### src/power_seq_defines.svh
// register offsets, field positions, masks and reset values for the power sequencer
// assumes inclusion by bare name from the design file
`ifndef POWER_SEQ_DEFINES_SVH
`define POWER_SEQ_DEFINES_SVH
`define PERIPH_RTC 8'h05
`define PERIPH_PWR 8'h06
`define RTC_LOW_OFS 8'h00
`define RTC_HIGH_OFS 8'h04
`define GEN_CTRL_OFS 8'h00
`define WAKE_LOW_OFS 8'h04
`define WAKE_HIGH_OFS 8'h08
`define HOLD_SUP_OFS 8'h0C
`define RES1_SUP_OFS 8'h10
`define RES2_SUP_OFS 8'h14
`define RUN_SUP_OFS 8'h18
`define SUS1_SUP_OFS 8'h1C
`define SUS2_SUP_OFS 8'h20
`define SEQ_STATUS_OFS 8'h24
`define CONV_CTRL_OFS 8'h2C
`define SUPPLY_STATUS_OFS 8'h30
`define CORE_LEVEL_OFS 8'h34
`define PLL_LEVEL_OFS 8'h40
`define GC_DEFAULT_LEVELS 7
`define GC_REAPPLY_RUN 6
`define GC_WIDE_COMPARE 5
`define GC_TIMER_WAKE 4
`define GC_PIN_HIGH 3
`define GC_PIN_WAKE 2
`define GC_SLEEP_START 1
`define GC_SLEEP_CLOCK 0
`define GC_RESET 32'h0000_0008
`define GC_RW_MASK 32'h0000_00BD
`define SUP_DWELL_LSB 16
`define SUP_DWELL_MSB 20
`define SUP_RW_MASK 32'h001F_4333
`define SUP_RESET 32'h0010_0000
`define SUP_RESET_RES1 32'h0010_0020
`define SUP_ENABLE_MASK 32'h0000_0033
`define LEVEL_RESET 32'h0000_0000
`endif

### src/power_seq_pkg.sv
// types shared by the power sequencer
// assumes power_seq_defines.svh sits in the same folder
`default_nettype none
package power_seq_pkg;
  typedef enum logic [2:0] {
    full_run, suspend_stage_one, suspend_stage_two,
    low_power_hold, resume_stage_one, resume_stage_two
  } seq_state_t;
  typedef struct packed {
    logic valid;
    logic write;
    logic [7:0] periph;
    logic [7:0] offset;
    logic [31:0] wdata;
  } periph_req_t;
endpackage : power_seq_pkg
`default_nettype wire

### src/sleep_wake_power_sequencer.sv
// power-mode sequencer with its 64-bit real-time counter
// assumes a single-cycle 32-bit peripheral access port; wake pin and supply-good are asynchronous
`timescale 1ns/1ps
`default_nettype none
`include "power_seq_defines.svh"

////////////////////////////////////////////////////////////////////////////////
// Summary of operation
// - counter low word readable at 0x00, reset zero
// - counter high word readable at 0x04, reset zero
// - counter is peripheral 5, 32-bit accesses
// - sequencer is peripheral 6, 32-bit accesses
// - six per-state supply registers 0x0C..0x20
// - bit 7 selects default or programmed levels
// - bit 6 re-applies run supplies, self-clearing
// - bit 5 selects 64-bit wake compare
// - bit 4 enables timer wake
// - bit 2 enables resume pin wake
// - bit 3 selects pin active level
// - bit 1 starts sleep, self-clearing
// - bit 0 selects sleep clock
// - sleep clock choice only in hold state
// - wake compare only when enabled and asleep
// - per-state log2 dwell field, reset 16
// - hold exits on enabled wake after dwell
// - resume stages wait dwell and supplies good
module sleep_wake_power_sequencer
  import power_seq_pkg::*;
(
  // clock and reset
  input wire logic sys_clk,
  input wire logic resetn,
  // peripheral access
  input wire periph_req_t req,
  output logic [31:0] rdata,
  output logic rvalid,
  // pins and supplies
  input wire logic resume_pin,
  input wire logic [31:0] supplies_good,
  output logic [31:0] supply_config,
  output logic use_default_levels,
  output logic slow_clock_sel,
  output logic asleep
);

  ////////////////////////////////////////////////////////////////////////////////
  // synchronisers
  logic [1:0] pin_sync;
  logic [31:0] good_meta;
  logic [31:0] good_sync;
  always_ff @(posedge sys_clk) begin
    if (!resetn) begin
      pin_sync <= 2'h0;
      good_meta <= 32'h0000_0000;
      good_sync <= 32'h0000_0000;
    end else begin
      pin_sync <= {pin_sync[0], resume_pin};
      good_meta <= supplies_good;
      good_sync <= good_meta;
    end
  end

  ////////////////////////////////////////////////////////////////////////////////
  // register file
  logic [63:0] rtc;
  logic [31:0] gen_ctrl;
  logic [63:0] wake_time;
  logic [31:0] sup [0:5];
  logic [31:0] conv_ctrl, core_level, pll_level;
  logic [63:0] next_rtc;
  logic [31:0] next_gen_ctrl;
  logic [63:0] next_wake_time;
  logic [31:0] next_sup [0:5];
  logic [31:0] next_conv_ctrl, next_core_level, next_pll_level;
  logic rtc_sel, pwr_sel, wr_pwr;
  logic reapply_pulse, next_reapply_pulse;
  logic sleep_req, next_sleep_req;
  seq_state_t state, next_state;

  assign rtc_sel = req.valid && (req.periph == `PERIPH_RTC);
  assign pwr_sel = req.valid && (req.periph == `PERIPH_PWR);
  assign wr_pwr = pwr_sel && req.write;

  always_comb begin
    next_rtc = rtc + 64'h0000_0000_0000_0001;
    next_gen_ctrl = gen_ctrl;
    next_wake_time = wake_time;
    for (int i = 0; i < 6; i++) begin
      next_sup[i] = sup[i];
    end
    next_conv_ctrl = conv_ctrl;
    next_core_level = core_level;
    next_pll_level = pll_level;
    next_reapply_pulse = 1'b0;
    next_sleep_req = 1'b0;
    if (wr_pwr) begin
      if (req.offset == `GEN_CTRL_OFS) begin
        next_gen_ctrl = req.wdata & `GC_RW_MASK;
        next_reapply_pulse = req.wdata[`GC_REAPPLY_RUN];
        next_sleep_req = req.wdata[`GC_SLEEP_START];
      end else if (req.offset == `WAKE_LOW_OFS) begin
        next_wake_time[31:0] = req.wdata;
      end else if (req.offset == `WAKE_HIGH_OFS) begin
        next_wake_time[63:32] = req.wdata;
      end else if (req.offset >= `HOLD_SUP_OFS && req.offset <= `SUS2_SUP_OFS
                   && req.offset[1:0] == 2'h0) begin
        next_sup[3'((req.offset - `HOLD_SUP_OFS) >> 2)] = req.wdata & `SUP_RW_MASK;
      end else if (req.offset == `CONV_CTRL_OFS) begin
        next_conv_ctrl = req.wdata;
      end else if (req.offset == `CORE_LEVEL_OFS) begin
        next_core_level = req.wdata;
      end else if (req.offset == `PLL_LEVEL_OFS) begin
        next_pll_level = req.wdata;
      end
    end
  end

  always_ff @(posedge sys_clk) begin
    if (!resetn) begin
      rtc <= 64'h0000_0000_0000_0000;
      gen_ctrl <= `GC_RESET;
      wake_time <= 64'h0000_0000_0000_0000;
      sup[0] <= `SUP_RESET;
      sup[1] <= `SUP_RESET_RES1;
      sup[2] <= `SUP_RESET;
      sup[3] <= `SUP_RESET;
      sup[4] <= `SUP_RESET;
      sup[5] <= `SUP_RESET;
      conv_ctrl <= `LEVEL_RESET;
      core_level <= `LEVEL_RESET;
      pll_level <= `LEVEL_RESET;
      reapply_pulse <= 1'b0;
      sleep_req <= 1'b0;
    end else begin
      rtc <= next_rtc;
      gen_ctrl <= next_gen_ctrl;
      wake_time <= next_wake_time;
      for (int i = 0; i < 6; i++) begin
        sup[i] <= next_sup[i];
      end
      conv_ctrl <= next_conv_ctrl;
      core_level <= next_core_level;
      pll_level <= next_pll_level;
      reapply_pulse <= next_reapply_pulse;
      sleep_req <= next_sleep_req;
    end
  end

  ////////////////////////////////////////////////////////////////////////////////
  // read path
  logic [31:0] next_rdata;
  logic next_rvalid;
  always_comb begin
    next_rdata = 32'h0000_0000;
    next_rvalid = req.valid && !req.write && (rtc_sel || pwr_sel);
    if (rtc_sel && req.offset == `RTC_LOW_OFS) begin
      next_rdata = rtc[31:0];
    end else if (rtc_sel && req.offset == `RTC_HIGH_OFS) begin
      next_rdata = rtc[63:32];
    end else if (pwr_sel && req.offset == `GEN_CTRL_OFS) begin
      next_rdata = gen_ctrl;
    end else if (pwr_sel && req.offset == `WAKE_LOW_OFS) begin
      next_rdata = wake_time[31:0];
    end else if (pwr_sel && req.offset == `WAKE_HIGH_OFS) begin
      next_rdata = wake_time[63:32];
    end else if (pwr_sel && req.offset >= `HOLD_SUP_OFS && req.offset <= `SUS2_SUP_OFS
                 && req.offset[1:0] == 2'h0) begin
      next_rdata = sup[3'((req.offset - `HOLD_SUP_OFS) >> 2)];
    end else if (pwr_sel && req.offset == `SEQ_STATUS_OFS) begin
      next_rdata = {29'h0000_0000, state};
    end else if (pwr_sel && req.offset == `CONV_CTRL_OFS) begin
      next_rdata = conv_ctrl;
    end else if (pwr_sel && req.offset == `SUPPLY_STATUS_OFS) begin
      next_rdata = good_sync;
    end else if (pwr_sel && req.offset == `CORE_LEVEL_OFS) begin
      next_rdata = core_level;
    end else if (pwr_sel && req.offset == `PLL_LEVEL_OFS) begin
      next_rdata = pll_level;
    end
  end

  ////////////////////////////////////////////////////////////////////////////////
  // sequencer
  logic [31:0] dwell_cnt, next_dwell_cnt;
  logic [31:0] next_supply_config;
  logic next_slow_clock_sel, next_asleep, next_use_default_levels;
  logic [2:0] sidx;
  logic [4:0] dwell_log2;
  logic dwell_done, timer_hit, pin_hit, wake_hit, sup_ok;
  logic [2:0] entry_idx;

  function automatic logic [2:0] state_index(input seq_state_t s);
    case (s)
      low_power_hold: state_index = 3'h0;
      resume_stage_one: state_index = 3'h1;
      resume_stage_two: state_index = 3'h2;
      full_run: state_index = 3'h3;
      suspend_stage_one: state_index = 3'h4;
      default: state_index = 3'h5;
    endcase
  endfunction : state_index

  assign sidx = state_index(state);
  assign dwell_log2 = sup[sidx][`SUP_DWELL_MSB:`SUP_DWELL_LSB];
  assign dwell_done = dwell_cnt >= ((32'h0000_0001 << dwell_log2) - 32'h0000_0001);
  assign timer_hit = gen_ctrl[`GC_TIMER_WAKE] && (state == low_power_hold) &&
    (gen_ctrl[`GC_WIDE_COMPARE] ? (rtc >= wake_time)
                                : (rtc[31:0] >= wake_time[31:0]));
  assign pin_hit = gen_ctrl[`GC_PIN_WAKE] &&
    (pin_sync[1] == gen_ctrl[`GC_PIN_HIGH]);
  assign wake_hit = timer_hit || pin_hit;
  assign sup_ok = ((sup[sidx] & `SUP_ENABLE_MASK & ~good_sync) == 32'h0000_0000);

  always_comb begin
    next_state = state;
    next_dwell_cnt = dwell_cnt + 32'h0000_0001;
    case (state)
      full_run: begin
        if (sleep_req) begin
          next_state = suspend_stage_one;
        end
      end
      suspend_stage_one: begin
        if (dwell_done) begin
          next_state = suspend_stage_two;
        end
      end
      suspend_stage_two: begin
        if (dwell_done) begin
          next_state = low_power_hold;
        end
      end
      low_power_hold: begin
        if (dwell_done && wake_hit) begin
          next_state = resume_stage_one;
        end
      end
      resume_stage_one: begin
        if (dwell_done && sup_ok) begin
          next_state = resume_stage_two;
        end
      end
      default: begin
        if (dwell_done && sup_ok) begin
          next_state = full_run;
        end
      end
    endcase
    if (next_state != state) begin
      next_dwell_cnt = 32'h0000_0000;
    end else if (dwell_done) begin
      next_dwell_cnt = dwell_cnt;
    end
    entry_idx = state_index(next_state);
    next_supply_config = supply_config;
    if (next_state != state || (reapply_pulse && state == full_run)) begin
      next_supply_config = sup[entry_idx];
    end
    next_slow_clock_sel = (next_state == low_power_hold) && !gen_ctrl[`GC_SLEEP_CLOCK];
    next_asleep = (next_state == low_power_hold);
    next_use_default_levels = gen_ctrl[`GC_DEFAULT_LEVELS];
  end

  always_ff @(posedge sys_clk) begin
    if (!resetn) begin
      state <= full_run;
      dwell_cnt <= 32'h0000_0000;
      supply_config <= `SUP_RESET;
      slow_clock_sel <= 1'b0;
      asleep <= 1'b0;
      use_default_levels <= 1'b0;
      rdata <= 32'h0000_0000;
      rvalid <= 1'b0;
    end else begin
      state <= next_state;
      dwell_cnt <= next_dwell_cnt;
      supply_config <= next_supply_config;
      slow_clock_sel <= next_slow_clock_sel;
      asleep <= next_asleep;
      use_default_levels <= next_use_default_levels;
      rdata <= next_rdata;
      rvalid <= next_rvalid;
    end
  end
endmodule : sleep_wake_power_sequencer
`default_nettype wire

### config.mk
export PLATFORM = sky130hd
export DESIGN_NAME = sleep_wake_power_sequencer
export DESIGN_NICKNAME = d
export VERILOG_FILES = /design/src/power_seq_pkg.sv /design/src/sleep_wake_power_sequencer.sv
export VERILOG_INCLUDE_DIRS = /design/src
export SDC_FILE = /design/constraint.sdc
export NUM_CORES = 1
export LEC_CHECK = 0
export BUFFER_PORTS_ARGS = -buffer_cell sky130_fd_sc_hd__buf_2
export CAP_MARGIN = 20
export CORE_MARGIN = 4
export CORE_UTILIZATION = 50
export CTS_CLUSTER_SIZE = 10
export DETAILED_ROUTE_END_ITERATION = 8
export HOLD_SLACK_MARGIN = 0.1
export PLACE_DENSITY = 0.68
export SLEW_MARGIN = 25
export SYNTH_ARGS = -nofsm -noshare
export SYNTH_HDL_FRONTEND = slang
export SYNTH_SLANG_ARGS = --single-unit
### constraint.sdc
create_clock -name sys_clk -period 5.6 [get_ports sys_clk]
set_input_delay 0.84 -clock sys_clk [delete_from_list [all_inputs] [get_ports sys_clk]]
set_output_delay 0.84 -clock sys_clk [all_outputs]
set_load 0.01 [all_outputs]
* After elaboration in Yosys (flattened, before gate mapping)
Memories as Yosys holds them, arrays and structs flattened. A register that Yosys moved wholly into a read port is not among the register bits.
Cells that the tools add are included.
** Storage, ports and cells
- Register bits after elaboration :: 369
- Bits in writable memories :: 192
- Bits of input ports :: 85
- Output and inout bits :: 68
- Logic and storage cells :: 152
- Memories kept :: 1
** Operators by class
- Add/subtract/negate cells :: 4
- $lt $le $gt $ge :: 7
- Equal/unequal tests :: 20
- Shift operators :: 1
- Mux-type cells :: 37
- Bitwise gates (word level) :: 16
- Reductions and logical operators :: 47
** Memories
- sup :: words 6, width 32, read ports 9, clocked after Yosys merged registers in 1, write ports 6, line sleep_wake_power_sequencer.sv:68 : logic [31:0] sup [0:5];
** Operator list (count)
- 2-to-1 mux 192 bit :: 5
- 2-to-1 mux 32 bit :: 18
- bitwise mux 192 bit :: 1
- demux 32 bit (select 3 bit) :: 1
- adder 64 x 1 -> 64 bit (second input constant) :: 1
- >= comparator 32 bit :: 2
- >= comparator 64 bit :: 1
- one-hot mux 3 bit (5 select lines) :: 3
- adder 32 x 1 -> 32 bit (second input constant) :: 1
- bitwise AND 6 x 32 -> 32 bit :: 1
- == test 8 x 6 -> 1 bit (second input constant) :: 4
- logical NOT 32 bit :: 1
- inverter 32 bit :: 1
- << shifter 1 x 5 -> 32 bit (first input constant) :: 1
- subtractor 32 x 1 -> 32 bit (second input constant) :: 1
- logical AND 1 bit :: 28
- == test 8 x 3 -> 1 bit (second input constant) :: 3
- 2-to-1 mux 3 bit :: 6
- == test 3 bit (second input constant) :: 4
- == test 3 x 2 -> 1 bit (second input constant) :: 3
- == test 8 x 4 -> 1 bit (second input constant) :: 1
- == test 8 x 7 -> 1 bit (second input constant) :: 1
- >= comparator 8 x 4 -> 1 bit (second input constant) :: 1
- <= comparator 8 x 6 -> 1 bit (second input constant) :: 1
- other kinds (22) :: 42

* Longest topological paths before layout
Gate-level depths: netlist of the first run.
- Word-level depth :: 14
- Gate-level depth with buffers :: 32

* Least setup slack after synthesis of the first run
No wires, ideal clock.
- Path kind :: reg-to-reg
- From :: register state[0]
- To :: register supply_config[0] (read register of sup)
- Arrival time :: 5.699 ns
- Path slack :: -0.221 ns
- Stages on the path, launching flop included :: 31
- Cells stage by stage :: dfxtp_1 buf_6 nor2b_1 buf_2 nor3_1 mux4_2 mux2i_1 mux2_2 nand2b_1 buf_2 nor2_1 nand2_1 ha_1 clkbuf_1 nor3_1 a31oi_1 o22a_1 ha_1 nand4_1 nor4_1 and3_1 a22o_2 nor2_4 buf_4 o21a_1 o2bb2ai_1 buf_2 buf_4 mux2i_1 mux2i_1 a221o_1
** On the way
- Word-level cells in the longest chain between the ends :: 11
- Elaborated cells on any way between the ends :: 34
** Ends and longest elaborated chain
- start, declared :: line sleep_wake_power_sequencer.sv:78 : seq_state_t state, next_state;
- start signal, assigned :: line sleep_wake_power_sequencer.sv:266 : state <= full_run;
- start signal, assigned :: line sleep_wake_power_sequencer.sv:275 : state <= next_state;
- == test 3 x 1 -> 1 bit, or another cell as far along :: line sleep_wake_power_sequencer.sv:193, sleep_wake_power_sequencer.sv:217
- one-hot mux 3 bit (5 select lines) :: line sleep_wake_power_sequencer.sv:193 : case (s)
- memory read (6 x 32 bit)
- << shifter 1 x 5 -> 32 bit :: line sleep_wake_power_sequencer.sv:205 : assign dwell_done = dwell_cnt >= ((32'h0000_0001 << dwell_log2) - 32'h0000_0001);
- subtractor 32 x 1 -> 32 bit :: line sleep_wake_power_sequencer.sv:205
- >= comparator 32 bit :: line sleep_wake_power_sequencer.sv:205
- logical AND 1 bit, on equally long branches :: line sleep_wake_power_sequencer.sv:239, sleep_wake_power_sequencer.sv:244, sleep_wake_power_sequencer.sv:234
- 2-to-1 mux 3 bit, on equally long branches :: line sleep_wake_power_sequencer.sv:244, sleep_wake_power_sequencer.sv:234, sleep_wake_power_sequencer.sv:239
- one-hot mux 3 bit (5 select lines) :: line sleep_wake_power_sequencer.sv:217 : case (state)
- == test 3 x 1 -> 1 bit, or another cell as far along :: line sleep_wake_power_sequencer.sv:193
- one-hot mux 3 bit (5 select lines) / logical OR 1 bit (equally long branches) :: line sleep_wake_power_sequencer.sv:193, sleep_wake_power_sequencer.sv:256
- end, declared :: line sleep_wake_power_sequencer.sv:40 : output logic [31:0] supply_config,
Several ways; a longest one is shown, not always the timed one.
A chain may end at the register's enable or synchronous reset.

* Worst setup path after layout of the first run
- From :: register state[0]
- To :: register supply_config[1] (read register of sup)
The elaborated chain is that of the path after synthesis.

==> metrics.md, run 1 <==
| Metric | Value |
|---|---|
| Post-layout min period | approximately 5.7 ns |
| Post-synthesis sequential area ratio | 0.3983 |
| CTS Hold Bufs | 0 |
| Fmax | approximately 180 MHz |
| Worst Skew | between 0.03 and 0.04 ns |
| Largest net degree at the start of global routing | between 150 and 200 |
| CTS Buf Count | 53 |
| Critical Path RT | around 6 ns |
| Worst Setup Slack, final | -0.05283 ns |
| Final setup fails | 11 |
| Fillers | 4008 |
| CTS tree | done |
| Clock Pin Slew Worst Setup and Hold Paths | about 0.06 ns |
| Initial antenna violation count | 1 |
| WP data arrival | roughly 6 ns |
| Unrepaired setup endpoints after global routing | yes |
| Total GRT Usage | 0.2704 |
| Largest stage delay on the critical path | approximately 0.58 ns |
| Actual slew at the worst max-slew pin | slightly above 1 ns |
| Syn Inst Count | roughly 2.7k |
| Crit-path max FO | 7 |
| Yosys cell types | 80 |
| Syn avg cell area | around 8.4 um^2 |
| Drt pass-1 iters | 5 |
| Layout cell share with drive strength beyond 1 | 0.1433 |
| Final slew viol count | 0 |
| Post-route non-filler standard cell count | 3434 |
| Gr busiest metal | met1 |
| Final period utilization | 1.009 |
| Clk root buf | clkbuf_16 |
| Final Hold Fails | 0 |
| Area growth syn-to-layout | 15.41% |
| Yosys reg bits | about 450 |
| Worst-Skew Late Latency | around 0.62 ns |
| Die W | around 220 um |
| Post-synth EDFFs | 0 |
| Global routing usage on met1 | 0.4031 |
| CP Capture Type | register |
| Startpoint types | register |
| Failing checks | negative setup slack |
| Die area | a little under 50000 um^2 |
| Fin Hold WS | about 0.43 ns |
| GRT met2 Usage | 0.4029 |
| CTS max path bufs | 3 |
| Clk sinks | around 450 |
| Port Buffers | between 100 and 150 |
| Core area | between 40000 and 50000 um^2 |
| Height of the die | between 200 and 250 um |
| WL/cell | 20.34 um |
| Vias per std cell | 5.927 |
| Drt total wl | ~70000 um |
| Commonest non-fill, non-tap cell in the layout | dfxtp_1 |
| Detail Route Antenna Nets | 0 |
| Finished Cell Area | 26280 um^2 |
| Power Total | approximately 6.7 mW |
| CP max stage cell | mux4_2 |
| # nets final | between 3k and 4k |
| Kind of critical path | register to register |
| H-tree levels | 2 |
| First-pass GRT wire length | ~110000 um |
| Io pins | between 150 and 200 |
| Ys flop type | dfxtp_1 |
| Hold Crit Class | register to register |
| Status | complete, but fails checks |
| Site Rows | 77 |
| Starting Density | 0.5104 |
| GR Util met3 | 0.04121 |
| Vias in the first global route | 19.03k |
| Via count | between 20k and 25k |
| PwrDens | around 250 nW/um^2 |
| Most frequent cells in the layout | dfxtp_1 (451), nand2_1 (332), nor2_1 (328) |
| Post-DP HPWL | a little under 50000 um |
| Synth warnings | 0 |
| Max Cap Viol | 0 |
| Leak | between 10 and 15 nW |
| DRT iter0 DRCs | between 2k and 2.5k |
| Cell Count Post-Placement | 3339 |
| GPL Wtd Cong | a little over 0.9 |
| Placement Cell Area | 24200 um^2 |
| Remaining DRCs | 0 |
| Post-synth ARST share | 0 |
| Netlist Area Pre-Place | approximately 23000 um^2 |
| TNS Setup | -0.4027 ns |
| Slew headroom | 0.3286 |
| Gr ovfl total | 0 |
| Worst VDD drop | roughly 0.23 mV |
## synth_stat cells, types with 28 or more instances
library cell	n	area [um^2]
dfxtp_1	453	9069
nor2_1	344	1291
nand2_1	336	1261
mux2i_1	209	2092
a21oi_1	205	1026
clkbuf_1	134	503.0
ha_1	103	1289
o21ai_0	96	480.5
inv_1	88	330.3
and2_1	82	513.0
nand3_1	63	315.3
a221oi_1	52	455.4
xor2_1	52	455.4
a221o_1	48	480.5
nor3_1	46	230.2
a22oi_1	43	322.8
xnor2_1	31	271.5
and3_1	28	175.2
buf_2	28	140.1
## timing repair
action	CTS	global route
buffers inserted	2	17
resized for setup	12	67
setup endpoints to repair	44	31
gates cloned	1	3
pin swaps	2	35
## where the power goes
part | switching (mW) | total [mW] | internal, mW
clock network | 1.34 | 3.15 | 1.81
logic | 0.181 | 0.254 | 0.0732
registers | 0.0133 | 3.26 | 3.25
total | 1.53 | 6.66 | 5.13
## logic make-up after synthesis
kind of cell               synth area share
other                             0.0003298
adders and majority gates           0.05660
xor gates and xnor gates            0.03193
AOI/OAI and AO/OA                    0.1586
DFF                                  0.3983
muxes                                0.1005
buffers and inverters               0.05462
and+or+nand+nor                      0.1992
## worst max-delay path: cells and delay by family (launching register included)
family,cells,cell delay (ns)
DFF,1,0.37
adders and majority gates,2,0.50
AOI/OAI and AO/OA,9,1.62
and+or+nand+nor,9,1.30
buffers and inverters,5,0.72
muxes,3,1.04
## worst paths after layout
| path | start | endpoint | slack (ns) | cells past startpoint |
|---|---|---|---|---|
| hold reg to reg | good_meta[9] | good_sync[9] | 0.43 | 1 |
| hold / removal | good_meta[9] | good_sync[9] | 0.43 | 1 |
| setup reg to reg | state[0] | supply_config[1] | -0.05 | 28 |
| setup / recovery | state[0] | supply_config[1] | -0.05 | 28 |
## metrics by stage
stage	setup slack (ns)	util
after floorplan	0.01674	-
after global placement	-0.05465	0.5426
after detailed placement	-0.2667	0.5426
after CTS	0.01228	0.5791
after global routing	-0.2542	0.5891
final	-0.05283	0.5891
## cell type report
cell class	instances	area (um^2)	area share
multi-input combinational	1979	12900	0.4910
sequential	453	9076	0.3454
timing repair buffer	246	1673	0.06366
clock buffer	66	1415	0.05385
tap	592	740.7	0.02819
inverter	91	349.1	0.01328
clock inverter	6	120.1	0.004571
antenna	1	2.502	0.00009522
## per-layer routing
layer	vias up	wire, um	part of all wire
met2	819	29790	0.43
met4	0	2182	0.031
met1	9782	32120	0.46
met5	-	0	0
met3	118	5764	0.083
li1	9635	-	-
## sequential cells by signal, indices dropped and copies added (netlist names), 3 cells and up
name / cells
good_sync: 32
state: 3
rdata: 32
core_level: 32
conv_ctrl: 32
pll_level: 32
gen_ctrl: 6
dwell_cnt: 32
rtc: 64
supply_config: 12
sup: 72
good_meta: 32
wake_time: 64
(Power assumes the default switching activity.)
==> run 2: changes to the inputs <==
--- a/config.mk
+++ b/config.mk
@@ -14,6 +14,7 @@
 export DETAILED_ROUTE_END_ITERATION = 8
 export HOLD_SLACK_MARGIN = 0.1
 export PLACE_DENSITY = 0.68
+export SKIP_CTS_REPAIR_TIMING = 1
 export SLEW_MARGIN = 25
 export SYNTH_ARGS = -nofsm -noshare
 export SYNTH_HDL_FRONTEND = slang
==> run 2 against run 1 <==
  * The run still ends with negative setup slack left
  * First-iteration DRC count grew 3.6%
  * Critical path depth shrank 1
  * Final cell count shrank 0.15%
  * Global-route usage shrank 0.15 points
  * Sequential share of layout area grew 0.14 points
  * Via count shrank 0.47%
  * Routed wire length shrank 0.56%
  * Clock power is essentially flat
  * Die area is the same
  * Highest routed layer unchanged
==> metrics.md, run 2 (synthesized netlist as in run 1, its figures left out) <==
| Metric | Value |
|---|---|
| Status | complete, but fails checks |
| Failing checks | negative setup slack |
| # nets final | 3007 |
| Kind of critical path | register to register |
| Remaining DRCs | 0 |
| WL/cell | between 20 and 25 um |
| Power Total | 6.669 mW |
| Startpoint types | register |
| Clock Power Share | 0.472 |
| Crit path to | supply_config[17] |
| Bufs and invs on worst path | 4 |
| TNS Setup | -0.7239 ns |
| Io pins | between 150 and 200 |
| Largest net degree at the start of global routing | between 150 and 200 |
| Biggest regs | sup: 72 flops, rtc: 64 flops, wake_time: 64 flops |
| Via count | around 20k |
| Die W | around 220 um |
| CTS Buf Count | 53 |
| Worst Setup SP | state[0] |
| Worst Skew | between 0.04 and 0.05 ns |
| Max Cap Viol | 0 |
| Gr ovfl total | 0 |
| Max FFs per register | a little over 70 |
| Vias per std cell | between 5 and 6 |
| Flop pwr share | 0.489 |
| Clock Pin Slew Worst Setup and Hold Paths | about 0.060 ns |
| Worst R2R Setup Slack | -0.08 ns |
| Pre-CTS setup slack | -0.2667 ns |
| Fillers | 4027 |
| Cell Count Post-Placement | between 3k and 4k |
| CP Capture Type | register |
| Clk sinks | between 400 and 500 |
| Site Rows | 77 |
| Worst-Skew Late Latency | between 0.6 and 0.7 ns |
| WP depth | 27 |
| Height of the die | about 220 um |
| Starting Density | 0.5104 |
| Switching Fraction | 0.2304 |
| Largest stage delay on the critical path | between 0.5 and 0.6 ns |
| Unrepaired setup endpoints after global routing | yes |
| Layout cell share with drive strength beyond 1 | 0.1386 |
| RR Startpoint | state[0] |
| Final setup fails | 12 |
| Worst r2r path cells | 27 |
| CP max stage cell | mux4_2 |
| Final slew viol count | 0 |
| Largest Register | sup |
| R2r endpoint | supply_config[17] |
| P_int | between 5 and 6 mW |
| Final Hold Fails | 0 |
| Fin Hold WS | 0.4272 ns |
| Core area | approximately 45000 um^2 |
| Top Family by Delay on Critical Path | compound AO/OA/AOI/OAI gates |
| Post-DP HPWL | approximately 49000 um |
| First-pass GRT wire length | ~110000 um |
| Worst VDD drop | 0.2293 mV |
| Vias in the first global route | about 19k |
| GPL Wtd Cong | a little over 0.9 |
| DRT iter0 DRCs | around 2.2k |
| Switch Pwr | approximately 1.5 mW |
| Detail Route Antenna Nets | 0 |
| Critical Path RT | approximately 6.1 ns |
| Post-route non-filler standard cell count | around 3.4k |
| Crit-path max FO | 14 |
| Most frequent cells in the layout | dfxtp_1 (451), nand2_1 (333), nor2_1 (328) |
| Flip-flop and latch area | approximately 9100 um^2 |
| Actual slew at the worst max-slew pin | 0.9921 ns |
| Area growth syn-to-layout | 14.89% |
| Leak | roughly 10 nW |
| Logic pwr share | 0.038 |
| Initial antenna violation count | 1 |
| Drt pass-1 iters | 6 |
| Port Buffers | approximately 130 |
| Worst Setup Slack, final | -0.08114 ns |
| WP data arrival | 6.16 ns |
| CTS tree | done |
| Commonest non-fill, non-tap cell in the layout | dfxtp_1 |
| Slew headroom | 0.3350 |
| Multi-input gate area | 12840 um^2 |
| Drt total wl | 69470 um |
| PwrDens | ~250 nW/um^2 |
| Total GRT Usage | 0.2689 |
| CTS max path bufs | 3 |
| H-tree levels | 2 |
| Clk root buf | clkbuf_16 |
| Die area | ~50000 um^2 |
| Fmax | ~180 MHz |
| Final period utilization | 1.014 |
| Post-layout min period | ~5.7 ns |
| Hold Crit Class | input pin to register |
run 2: cell types whose count changed in the layout (fill, tap and decap cells not counted), moves of 2 or more:
cell,previous run,this run
dfxtp_2,0,2
dfxtp_4,2,0
mux2i_1,202,204
buf_4,97,95
mux2i_2,7,5
o21ai_1,11,8
buf_6,7,5
o21ai_0,93,96
a21oi_2,5,3
a21oi_1,200,202
run 2: power groups by stage:
stage | Clock (mW) | Sequential [mW] | Combinational [mW]
3_5_place_dp | 0 | 3.33 | 0.249
4_1_cts | 3.20 | 3.26 | 0.250
2_1_floorplan | 0 | 3.33 | 0.151
3_3_place_gp | 0 | 3.33 | 0.247
5_1_grt | 3.34 | 3.26 | 0.273
6_report | 3.15 | 3.26 | 0.255
run 2: routing by layer:
metal,part of all wire,vias to the layer above,wire length (um),global-route usage
met1,0.46,9749,32190,0.4019
met3,0.079,111,5516,0.04068
met5,0,-,0,0
li1,-,9622,-,-
met4,0.029,0,2042,0.08315
met2,0.43,776,29730,0.4000
run 2: through the flow:
stage / utilization / instance area, um^2
5_1_grt: 0.5864 / 26160
2_1_floorplan: - / 22870
6_report: 0.5864 / 26160
3_3_place_gp: 0.5426 / 24200
3_5_place_dp: 0.5426 / 24200
4_1_cts: 0.5770 / 25740
run 2: worst min path at each step:
stage,from,endpoint,slack [ns],depth (start not counted)
global route,supplies_good[9],good_meta[9],0.42,2
CTS,supplies_good[29],good_meta[29],0.40,2
finish,supplies_good[25],good_meta[25],0.43,2
detailed placement,good_meta[10],good_sync[10],0.42,1
floorplan,good_meta[0],good_sync[0],0.41,1
global placement,good_meta[10],good_sync[10],0.42,1
run 2: final cells by class:
class,count,area share
antenna,1,0.00009566
clock buffer,66,0.05410
timing repair buffer,241,0.06175
clock inverter,6,0.004592
inverter,91,0.01334
sequential,453,0.3468
multi-input combinational,1979,0.4910
tap,592,0.02832
